--- config.mk ---
export PLATFORM = sky130hd
export DESIGN_NAME = timer_capture_compare_pair
export DESIGN_NICKNAME = d
export VERILOG_FILES = /design/src/rtl/capcmp_pkg.sv /design/src/rtl/edge_sync.sv /design/src/rtl/capcmp_reg.sv /design/src/rtl/timer_capture_compare_pair.sv
export SDC_FILE = /design/constraint.sdc
export NUM_CORES = 1
export LEC_CHECK = 0
export ABC_AREA = 1
export BUFFER_PORTS_ARGS = -buffer_cell sky130_fd_sc_hd__buf_4
export CAP_MARGIN = 0
export CORE_MARGIN = 2
export CORE_UTILIZATION = 52
export CTS_BUF_LIST = sky130_fd_sc_hd__clkbuf_4 sky130_fd_sc_hd__clkbuf_8
export DETAILED_ROUTE_END_ITERATION = 12
export PLACE_DENSITY = 0.79
export SETUP_SLACK_MARGIN = 0.2
export SYNTH_ARGS = -nofsm -noshare
export SYNTH_HDL_FRONTEND = slang
export SYNTH_HIERARCHICAL = 1
export SYNTH_SLANG_ARGS = --single-unit
--- constraint.sdc ---
create_clock -name clk -period 1.5 [get_ports clk]
set_input_delay 0.075 -clock clk [delete_from_list [all_inputs] [get_ports clk]]
set_output_delay 0.075 -clock clk [all_outputs]
set_load 0.01 [all_outputs]
--- src/rtl/capcmp_pkg.sv ---
// Constants shared by the capture/compare pair and its helpers.
// Assumes a 16-bit count and a 16-bit register port.
package capcmp_pkg;

	// ********************************************************
	// Register addresses
	// ********************************************************
	localparam logic [15:0] ADDR_CC_A  = 16'hff14;
	localparam logic [15:0] ADDR_CC_B  = 16'hff16;
	localparam logic [15:0] ADDR_CTRL  = 16'hff62;
	localparam logic [15:0] ADDR_PRM   = 16'hff66;
	localparam logic [15:0] ADDR_STAT  = 16'hff68;

	// ********************************************************
	// Reset values and write masks
	// ********************************************************
	localparam logic [15:0] CC_RESET   = 16'h0000;
	localparam logic [7:0]  CTRL_RESET = 8'h00;
	localparam logic [7:0]  PRM_RESET  = 8'h00;
	localparam logic [7:0]  CTRL_WMASK = 8'h07;
	localparam logic [7:0]  PRM_WMASK  = 8'hf3;

	// ********************************************************
	// Field positions
	// ********************************************************
	localparam int CTRL_A_MODE   = 0;
	localparam int CTRL_A_TRIG   = 1;
	localparam int CTRL_B_MODE   = 2;
	localparam int PRM_EDGE_A_LO = 4;
	localparam int PRM_EDGE_B_LO = 6;
	localparam int STAT_CAP_A    = 0;
	localparam int STAT_CAP_B    = 1;
	localparam int STAT_PIN_A    = 2;
	localparam int STAT_PIN_B    = 3;

	// ********************************************************
	// Edge codes, timer modes, count marks
	// ********************************************************
	localparam logic [1:0] EDGE_FALL = 2'h0;
	localparam logic [1:0] EDGE_RISE = 2'h1;
	localparam logic [1:0] EDGE_BOTH = 2'h3;
	localparam logic [1:0] MODE_STOP      = 2'h0;
	localparam logic [1:0] MODE_FREE      = 2'h1;
	localparam logic [1:0] MODE_CLR_EDGE  = 2'h2;
	localparam logic [1:0] MODE_CLR_MATCH = 2'h3;
	localparam logic [15:0] COUNT_ZERO = 16'h0000;
	localparam logic [15:0] COUNT_ONE  = 16'h0001;
	localparam logic [15:0] COUNT_MAX  = 16'hffff;

	// Selected edge seen; the forbidden code matches nothing
	function automatic logic edge_hit(input logic [1:0] code,
		input logic rise, input logic fall);
		logic hit;
		hit = 1'b0;
		case (code)
			EDGE_FALL: hit = fall;
			EDGE_RISE: hit = rise;
			EDGE_BOTH: hit = rise | fall;
			default:   hit = 1'b0;
		endcase
		return hit;
	endfunction

	// Opposite edge to the selected one; both-edges never hits
	function automatic logic edge_hit_inv(input logic [1:0] code,
		input logic rise, input logic fall);
		logic hit;
		hit = 1'b0;
		case (code)
			EDGE_FALL: hit = rise;
			EDGE_RISE: hit = fall;
			default:   hit = 1'b0;
		endcase
		return hit;
	endfunction

endpackage

--- src/rtl/edge_sync.sv ---
// Two-flop synchroniser and edge detector for one trigger pin.
// Assumes the pin is asynchronous to clk.
`timescale 1ns/100ps
`default_nettype none
module edge_sync (
	input  wire logic clk,
	input  wire logic rst_b,
	input  wire logic pin,
	output logic      level,
	output logic      rise,
	output logic      fall
);

	typedef struct packed {
		logic sync1;
		logic sync2;
		logic prev;
	} state_t;

	state_t st_r;
	state_t st_nxt;

	// Shift the pin through two stages, then keep one old sample
	always_comb begin
		st_nxt       = st_r;
		st_nxt.sync1 = pin;
		st_nxt.sync2 = st_r.sync1;
		st_nxt.prev  = st_r.sync2;
	end

	always_ff @(posedge clk or negedge rst_b) begin
		if (!rst_b) begin
			st_r <= '0;
		end else begin
			st_r <= st_nxt;
		end
	end

	// One pulse per edge, from synchronised samples only
	assign level = st_r.sync2;
	assign rise  = st_r.sync2 & ~st_r.prev;
	assign fall  = ~st_r.sync2 & st_r.prev;

endmodule
`default_nettype wire

--- src/rtl/capcmp_reg.sv ---
// One 16-bit capture/compare holding register.
// Assumes write and capture strobes are on the clk domain.
`timescale 1ns/100ps
`default_nettype none
module capcmp_reg (
	input  wire logic        clk,
	input  wire logic        rst_b,
	input  wire logic        wr_en,
	input  wire logic [15:0] wr_data,
	input  wire logic        cap_en,
	input  wire logic [15:0] cap_data,
	output logic      [15:0] value
);

	typedef struct packed {
		logic [15:0] value;
	} state_t;

	state_t st_r;
	state_t st_nxt;

	// Capture takes precedence over a software write
	always_comb begin
		st_nxt = st_r;
		if (cap_en) begin
			st_nxt.value = cap_data;
		end else if (wr_en) begin
			st_nxt.value = wr_data;
		end
	end

	always_ff @(posedge clk or negedge rst_b) begin
		if (!rst_b) begin
			st_r.value <= capcmp_pkg::CC_RESET;
		end else begin
			st_r <= st_nxt;
		end
	end

	assign value = st_r.value;

endmodule
`default_nettype wire

--- src/rtl/timer_capture_compare_pair.sv ---
// Two capture/compare registers beside a 16-bit up-counter.
// Assumes the counter lives outside, on clk, and pulses count_step
// in the cycle its new value appears on timer_count.
// Pins arrive raw and are synchronised here; the register port is
// a plain strobe bus whose read data stand one cycle after rd_en.
// No interrupt logic of its own: match pulses go to the core.
//
// The address-and-strobe port is this design's own decision.
`timescale 1ns/100ps
`default_nettype none
module timer_capture_compare_pair (
	input  wire logic        clk,
	input  wire logic        rst_b,
	input  wire logic [15:0] addr,
	input  wire logic [15:0] wr_data,
	input  wire logic        wr_en,
	input  wire logic        rd_en,
	output logic      [15:0] rd_data_r,
	input  wire logic        trigger_in_a,
	input  wire logic        trigger_in_b,
	input  wire logic [2:0]  timer_mode,
	input  wire logic        count_step,
	input  wire logic [15:0] timer_count,
	output logic      [15:0] interval_len,
	output logic             match_irq_a_r,
	output logic             match_irq_b_r,
	output logic             match_clear_r,
	output logic             trig_edge_a_r
);

	// ********************************************************
	// State
	// ********************************************************
	// All state but the synchronisers and holding registers lives in one struct, registered in one place
	typedef struct packed {
		logic [7:0]  capcmp_ctrl_reg;
		logic [7:0]  prescaler_mode_reg;
		logic [1:0]  cap_flag;
		logic [15:0] prev_count;
		logic        wrapped;
		logic [15:0] rd_data;
		logic        irq_a;
		logic        irq_b;
		logic        clear;
		logic        edge_a;
	} state_t;

	state_t st_r;
	state_t st_nxt;

	// ********************************************************
	// Trigger pin synchronisers
	// ********************************************************
	logic lvl_a;
	logic rise_a;
	logic fall_a;
	logic lvl_b;
	logic rise_b;
	logic fall_b;

	// Both pins are asynchronous to clk; nothing reads them raw
	// Pin A synchronised before any edge logic sees it
	edge_sync u_sync_a (
		.clk   (clk),
		.rst_b (rst_b),
		.pin   (trigger_in_a),
		.level (lvl_a),
		.rise  (rise_a),
		.fall  (fall_a)
	);

	// Pin B shares its pad with the timer output elsewhere
	edge_sync u_sync_b (
		.clk   (clk),
		.rst_b (rst_b),
		.pin   (trigger_in_b),
		.level (lvl_b),
		.rise  (rise_b),
		.fall  (fall_b)
	);

	// ********************************************************
	// Control field decode
	// ********************************************************
	logic       run;
	logic       zero_ok;
	logic       reg_a_mode_sel;
	logic       reg_a_trigger_sel;
	logic       reg_b_mode_sel;
	logic [1:0] edge_a_sel;
	logic [1:0] edge_b_sel;

	// Control writes are expected only while the timer is stopped
	// Mode bits of the control register
	assign reg_a_mode_sel    =
		st_r.capcmp_ctrl_reg[capcmp_pkg::CTRL_A_MODE];
	assign reg_a_trigger_sel =
		st_r.capcmp_ctrl_reg[capcmp_pkg::CTRL_A_TRIG];
	assign reg_b_mode_sel    =
		st_r.capcmp_ctrl_reg[capcmp_pkg::CTRL_B_MODE];

	// Code 10 is forbidden; the edge decoders treat it as no edge
	// Edge fields of the prescaler mode register
	assign edge_a_sel = st_r.prescaler_mode_reg[
		capcmp_pkg::PRM_EDGE_A_LO +: 2];
	assign edge_b_sel = st_r.prescaler_mode_reg[
		capcmp_pkg::PRM_EDGE_B_LO +: 2];

	// Timer running, and modes where a zero compare may fire
	// Registers simply hold while stopped; their contents then carry
	// no promise, so software reloads them before a restart
	assign run     =
		timer_mode[2:1] != capcmp_pkg::MODE_STOP;
	assign zero_ok = (timer_mode[2:1] == capcmp_pkg::MODE_FREE) ||
		(timer_mode[2:1] == capcmp_pkg::MODE_CLR_EDGE);

	// ********************************************************
	// Capture triggers
	// ********************************************************
	logic hit_a_norm;
	logic hit_a_inv;
	logic hit_b_norm;
	logic cap_a;
	logic cap_b;

	// Edge pulses come two flops after the pin, so a capture lands
	// three edges after the pin change; narrow pulses may be lost
	// A mode bit of zero blocks every edge for that register
	// Valid edges per pin; code 10 never hits
	assign hit_a_norm = capcmp_pkg::edge_hit(edge_a_sel, rise_a,
		fall_a);
	assign hit_a_inv  = capcmp_pkg::edge_hit_inv(edge_a_sel, rise_a,
		fall_a);
	assign hit_b_norm = capcmp_pkg::edge_hit(edge_b_sel, rise_b,
		fall_b);

	// Register A sees pin A in reverse phase, pin B in phase
	// Register A picks pin A reversed or pin B straight
	assign cap_a = run & reg_a_mode_sel &
		(reg_a_trigger_sel ? hit_a_inv : hit_b_norm);

	// Register B sees pin A in phase; pin B serves register A only
	// Register B captures from pin A only
	assign cap_b = run & reg_b_mode_sel & hit_a_norm;

	// ********************************************************
	// Holding registers
	// ********************************************************
	logic [15:0] cc_val [2];
	logic [1:0]  cc_wr;
	logic [1:0]  cc_cap;
	logic [1:0]  cc_cmp;
	logic [1:0]  match;

	// A capture into a register beats a write in the same cycle;
	// the write is dropped and software must retry it
	// Word writes only; no byte lanes exist on this port
	assign cc_wr[0] = wr_en && (addr == capcmp_pkg::ADDR_CC_A);
	assign cc_wr[1] = wr_en && (addr == capcmp_pkg::ADDR_CC_B);
	assign cc_cap   = {cap_b, cap_a};
	assign cc_cmp   = {~reg_b_mode_sel, ~reg_a_mode_sel};

	// Register A, cleared to zero at reset
	capcmp_reg u_cc_a (
		.clk      (clk),
		.rst_b    (rst_b),
		.wr_en    (cc_wr[0]),
		.wr_data  (wr_data),
		.cap_en   (cc_cap[0]),
		.cap_data (timer_count),
		.value    (cc_val[0])
	);

	// Register B, cleared to zero at reset
	capcmp_reg u_cc_b (
		.clk      (clk),
		.rst_b    (rst_b),
		.wr_en    (cc_wr[1]),
		.wr_data  (wr_data),
		.cap_en   (cc_cap[1]),
		.cap_data (timer_count),
		.value    (cc_val[1])
	);

	// In clear-on-match mode the counter restarts from zero on reaching this value
	// Counter reads its interval length straight from register A
	assign interval_len = cc_val[0];

	// ********************************************************
	// Compare logic, one copy per register
	// ********************************************************
	// A zero value never matches on plain equality: the step from
	// zero after reset or a clear would fire falsely. It fires only
	// on the step to one that follows a wrap, in modes 01 and 10.
	// A value below the present count is reached after overflow.
	// One generate copy per register keeps the two paths identical.
	genvar gi;
	generate
		for (gi = 0; gi < 2; gi = gi + 1) begin : g_cmp
			logic eq_hit;
			logic zero_hit;
			// Only steps count; a stalled counter cannot match twice
			// Plain equality on each new count value
			assign eq_hit = (cc_val[gi] != capcmp_pkg::COUNT_ZERO) &&
				(timer_count == cc_val[gi]);
			// Zero compare fires on the step to one after a wrap
			assign zero_hit = zero_ok && st_r.wrapped &&
				(cc_val[gi] == capcmp_pkg::COUNT_ZERO) &&
				(timer_count == capcmp_pkg::COUNT_ONE);
			assign match[gi] = run & cc_cmp[gi] & count_step &
				(eq_hit | zero_hit);
		end
	endgenerate

	// ********************************************************
	// Status word and read mux
	// ********************************************************
	logic [15:0] stat_word;
	logic [15:0] rd_mux;

	// Status layout: capture flags in bits 1:0, pin levels in 3:2
	// Levels come from the second synchroniser stage only
	// Sticky capture flags and synchronised pin levels
	always_comb begin
		stat_word = 16'h0000;
		stat_word[capcmp_pkg::STAT_CAP_A] = st_r.cap_flag[0];
		stat_word[capcmp_pkg::STAT_CAP_B] = st_r.cap_flag[1];
		stat_word[capcmp_pkg::STAT_PIN_A] = lvl_a;
		stat_word[capcmp_pkg::STAT_PIN_B] = lvl_b;
	end

	// Unmapped addresses read as zero
	// Read data; a coinciding capture shows the old value
	always_comb begin
		rd_mux = 16'h0000;
		case (addr)
			capcmp_pkg::ADDR_CC_A: rd_mux = cc_val[0];
			capcmp_pkg::ADDR_CC_B: rd_mux = cc_val[1];
			capcmp_pkg::ADDR_CTRL: rd_mux = {8'h00, st_r.capcmp_ctrl_reg};
			capcmp_pkg::ADDR_PRM:  rd_mux = {8'h00, st_r.prescaler_mode_reg};
			capcmp_pkg::ADDR_STAT: rd_mux = stat_word;
			default:               rd_mux = 16'h0000;
		endcase
	end

	// ********************************************************
	// Next state
	// ********************************************************
	always_comb begin
		st_nxt = st_r;

		// Control and edge registers; reserved bits stay zero
		// Bits 1:0 of the prescaler word are stored but unused here
		if (wr_en && (addr == capcmp_pkg::ADDR_CTRL)) begin
			st_nxt.capcmp_ctrl_reg = wr_data[7:0] & capcmp_pkg::CTRL_WMASK;
		end
		if (wr_en && (addr == capcmp_pkg::ADDR_PRM)) begin
			st_nxt.prescaler_mode_reg =
				wr_data[7:0] & capcmp_pkg::PRM_WMASK;
		end

		// Capture flags: write one clears, a new capture wins
		if (wr_en && (addr == capcmp_pkg::ADDR_STAT)) begin
			st_nxt.cap_flag = st_r.cap_flag & ~wr_data[1:0];
		end
		st_nxt.cap_flag = st_nxt.cap_flag | {cap_b, cap_a};
		// A clear and a new capture in one cycle leave the flag set,
		// so no capture is ever lost to software

		// Track the step from the top count back to zero
		if (count_step) begin
			st_nxt.prev_count = timer_count;
			st_nxt.wrapped = (st_r.prev_count == capcmp_pkg::COUNT_MAX) &&
				(timer_count == capcmp_pkg::COUNT_ZERO);
		end
		if (!run) begin
			st_nxt.wrapped = 1'b0;
		end

		// Idle cycles drive zero so a late sample cannot pass by luck
		// Read answer stands only in the cycle after the strobe
		st_nxt.rd_data = rd_en ? rd_mux : 16'h0000;

		// Capture data and its interrupt show on the same edge, one
		// edge after the synchronised pin edge is seen
		// Interrupts load on the same edge as the capture
		st_nxt.irq_a = match[0] | cap_a;
		st_nxt.irq_b = match[1] | cap_b;

		// The counter outside clears itself when this pulse is seen
		// Restart request for clear-on-match mode
		st_nxt.clear = match[0] &&
			(timer_mode[2:1] == capcmp_pkg::MODE_CLR_MATCH);

		// Valid pin A edge for clear-on-edge counting
		st_nxt.edge_a = run & hit_a_norm;
	end

	// ********************************************************
	// State register
	// ********************************************************
	// Asynchronous reset loads constants only
	always_ff @(posedge clk or negedge rst_b) begin
		if (!rst_b) begin
			st_r <= '0;
			st_r.capcmp_ctrl_reg <= capcmp_pkg::CTRL_RESET;
			st_r.prescaler_mode_reg <= capcmp_pkg::PRM_RESET;
		end else begin
			st_r <= st_nxt;
		end
	end

	// Every output is a flop; interval_len is register A's flop
	// Registered outputs
	assign rd_data_r     = st_r.rd_data;
	assign match_irq_a_r = st_r.irq_a;
	assign match_irq_b_r = st_r.irq_b;
	assign match_clear_r = st_r.clear;
	assign trig_edge_a_r = st_r.edge_a;

endmodule
`default_nettype wire

==> flow_summary.toml <==
[outcome]
status = "finished, violations left"
violations = "setup timing"

[layout]
num-fill-cells = 652
final_nets = 810
final_area_um2 = 6565
syn_to_final_growth_pct = 36.39
final_cell_count_no_fill = 866
n_antenna_cell = 0
drive_gt1_share_pct = 32.19

[floorplanning]
die_h_um = 100.2
io_pins = 94
fp.dieW_um = 100.2
dieArea_um2 = 10040
rows = 35
fp.coreArea_um2 = 9109
initial_core_util_pct = 52.84

[flow_run]
drv_cap = 0

[power]
vdd_drop_max_uv = 571.5
p_per_area_nw_per_um2 = 679.6
p_leak_uw = 0.003288

[yosys]
synth_nets = 662
yosys_register_bits = 86
yosys.cell_types.count = 32
synthArstFlopShare_pct = 100.0
synth_area_per_cell_um2 = 7.996
ys_seq_area_share_pct = 44.71
synth-edff-count = 0
syn_inst = 602
yosys_warnings = 6
synth_ff_type = "dfrtp_1"
syn_area_um2 = 4813

[worst_setup_path]
critPathCaptureType = "register"
cp_max_fo = 8
start_kind = "register"
crit_arrival_ns = 1.90
required_ns = 1.81
critPathKind = "reg2reg"

[route]
wl_um = 15130
wire_per_inst_um = 17.47
antenna_left = 0
viasPerCell = 5.664
drc = 0
drtIter0Drc = 467
vias = 4905
firstDrtPassIters = 6

[placement]
place_area_um2 = 5704
portBuffers = 92
place_congestion = 0.9039
dp.final_hpwl_um = 9739
dp_cells = 796

[sta]
drv_slew = 0
setup_slack_ns = -0.09917
rsz0062_at_grt = "yes"
min_period_over_period_pct = 106.6
tns_ns = -1.760
tightest_slew_ns = 0.4488
slew_headroom_pct = 70.08
setup_violations = 32
skew_ns = 0.01979
min_period_ns = 1.599
hold_viol = 0
max_freq_mhz = 625.3

[clock_network]
cts_buffer_depth = 2
clk_latency_ns = 0.37
cts_tree = "built"
numCtsBuffers = 9
htreeDepth = 3
clkSlewWorstSetupHoldPaths_ns = 0.09
root_buffer = "clkbuf_8"
cts_sinks = 86

[grt]
grt_antenna_before_repair = 0
grt_usage_pct = 29.43
grt_pass1_vias = 4774
grt_overflow = 0
grt_pass1_wl_um = 23140
grt_max_degree = 87

[min_path]
hold_class = "in2reg"
[critical path: stages (launching register included)]
cell and delay (ns):
dfrtp_1 0.39, inv_1 0.07, nor2_2 0.05, inv_1 0.04, o21ai_1 0.05, a21oi_1 0.11, nand3b_1 0.16, inv_2 0.06
buf_12 0.15, nor2_4 0.28, nand2_1 0.09, nand3_1 0.09
[layer usage]
| layer | vias up | share of wire (%) | global-route usage [%] | wire [µm] |
|---|---|---|---|---|
| met5 | - | 0 | 0 | 0 |
| met4 | 0 | 4.1 | 12.96 | 615 |
| met3 | 62 | 8.7 | 4.457 | 1318 |
| met2 | 318 | 49 | 47.50 | 7350 |
| met1 | 2315 | 39 | 39.54 | 5841 |
| li1 | 2210 | - | - | - |
[power breakdown]
| part | total (µW) | internal, µW | leakage, µW | switching, µW |
|---|---|---|---|---|
| clock | 1530 | 629 | 0.0000863 | 897 |
| combinational | 533 | 267 | 0.00206 | 265 |
| sequential | 2400 | 2370 | 0.00114 | 31.2 |
| total | 4460 | 3270 | 0.00329 | 1190 |
[flip-flops by register name, summed over array words and instances, names as in the netlist, 2 cells and up]
| signal | cells |
|---|---|
| u_cc_a/value | 16 |
| edge_b_sel | 2 |
| edge_a_sel | 2 |
| st_r | 21 |
| rd_data_r | 16 |
| u_cc_b/value | 16 |
[cells in the mapped netlist (3+ instances only)]
cell type	instances	area [µm²]
inv_2	4	15.01
a21oi_1	10	50.05
mux2_2	16	180.2
nand2_1	154	578.1
o21ai_0	16	80.08
clkbuf_1	3	11.26
inv_1	47	176.4
xnor2_1	16	140.1
nand3_1	78	390.4
nand3_2	5	50.05
nor2_4	3	33.78
nor2_1	85	319.1
xor2_1	16	140.1
buf_4	18	135.1
buf_6	8	90.09
nand4_1	14	87.58
dfrtp_1	86	2152
nor3_1	5	25.02
[timing repair]
item	in CTS	in global routing
hold endpoints to repair	120	0
resized for setup	23	32
hold buffers	33	0
cloned	2	1
pin swaps	25	19
endpoints found under the setup margin	34	36
setup buffers	11	7
[cells in the final DEF (no fill, tap or decap), drive strengths merged]
| cell | n |
|---|---|
| ha | 2 |
| inv | 52 |
| nand2 | 157 |
| or2 | 1 |
| clkinv | 5 |
| nand4 | 14 |
| clkbuf | 11 |
| mux2 | 16 |
| dlygate4sd3 | 33 |
| xnor2 | 16 |
| buf | 132 |
| a22oi | 1 |
| o21ai | 16 |
| a21oi | 10 |
| nor3b | 1 |
| dfrtp | 86 |
| a31oi | 1 |
| clkinvlp | 2 |
| xor2 | 16 |
| nand3b | 1 |
| nand3 | 83 |
| nor2 | 93 |
| nor3 | 6 |
[cells by family (layout without fill, tap and decap cells)]
logic type,Yosys count,in the layout,synth area share (%)
DFF,86,86,44.71
buffers and inverters,84,235,9.280
muxes,16,16,3.743
xor gates and xnor gates,32,32,5.823
adders and majority gates,2,2,0.5198
AOI/OAI and AO/OA,28,28,2.990
and+or+nand+nor,354,356,32.93
[area by class of cell]
cell class / instances / area [µm²] / share of cell area (%)
Multi-Input combinational cell: 434 / 2420 / 36.86
Timing Repair Buffer: 166 / 1441 / 21.96
Sequential cell: 86 / 2158 / 32.88
Inverter: 53 / 229.0 / 3.488
Tap cell: 111 / 138.9 / 2.115
Clock buffer: 10 / 131.4 / 2.001
Clock inverter: 6 / 46.29 / 0.7052
[path summary, 6_finish.rpt]
path | from | to | slack, ns | depth (start not counted)
worst min-delay path | timer_count[3] | st_r[24]$_DFFE_PN0P_ | 0.01 | 2
worst min register to register | u_sync_b/st_nxt[1]$_DFF_PN0_ | u_sync_b/level$_DFF_PN0_ | 0.35 | 0
min in group asynchronous | rst_b | u_sync_a/st_nxt[1]$_DFF_PN0_ | 0.28 | 3
worst max register to register | u_sync_a/st_r[0]$_DFF_PN0_ | u_cc_a/value[10]$_DFFE_PN0P_ | -0.1 | 11
worst max-delay path | u_sync_a/st_r[0]$_DFF_PN0_ | u_cc_a/value[10]$_DFFE_PN0P_ | -0.1 | 11
max in group asynchronous | rst_b | u_cc_a/value[12]$_DFFE_PN0P_ | 0.87 | 3
[stage by stage]
step	worst slack [ns]	hold slack, ns	util [%]	total power (µW)
2_1_floorplan	0.003603	-0.2206	-	2602
3_3_place_gp	-0.002703	0.1436	62.62	2870
3_5_place_dp	-0.06103	0.1499	62.62	2888
4_1_cts	-0.007044	0.0002076	70.01	4443
5_1_grt	-0.2352	0.01357	72.07	4609
6_report	-0.09917	0.009850	72.07	4462
Note: power is estimated with default switching activity, not from simulation.
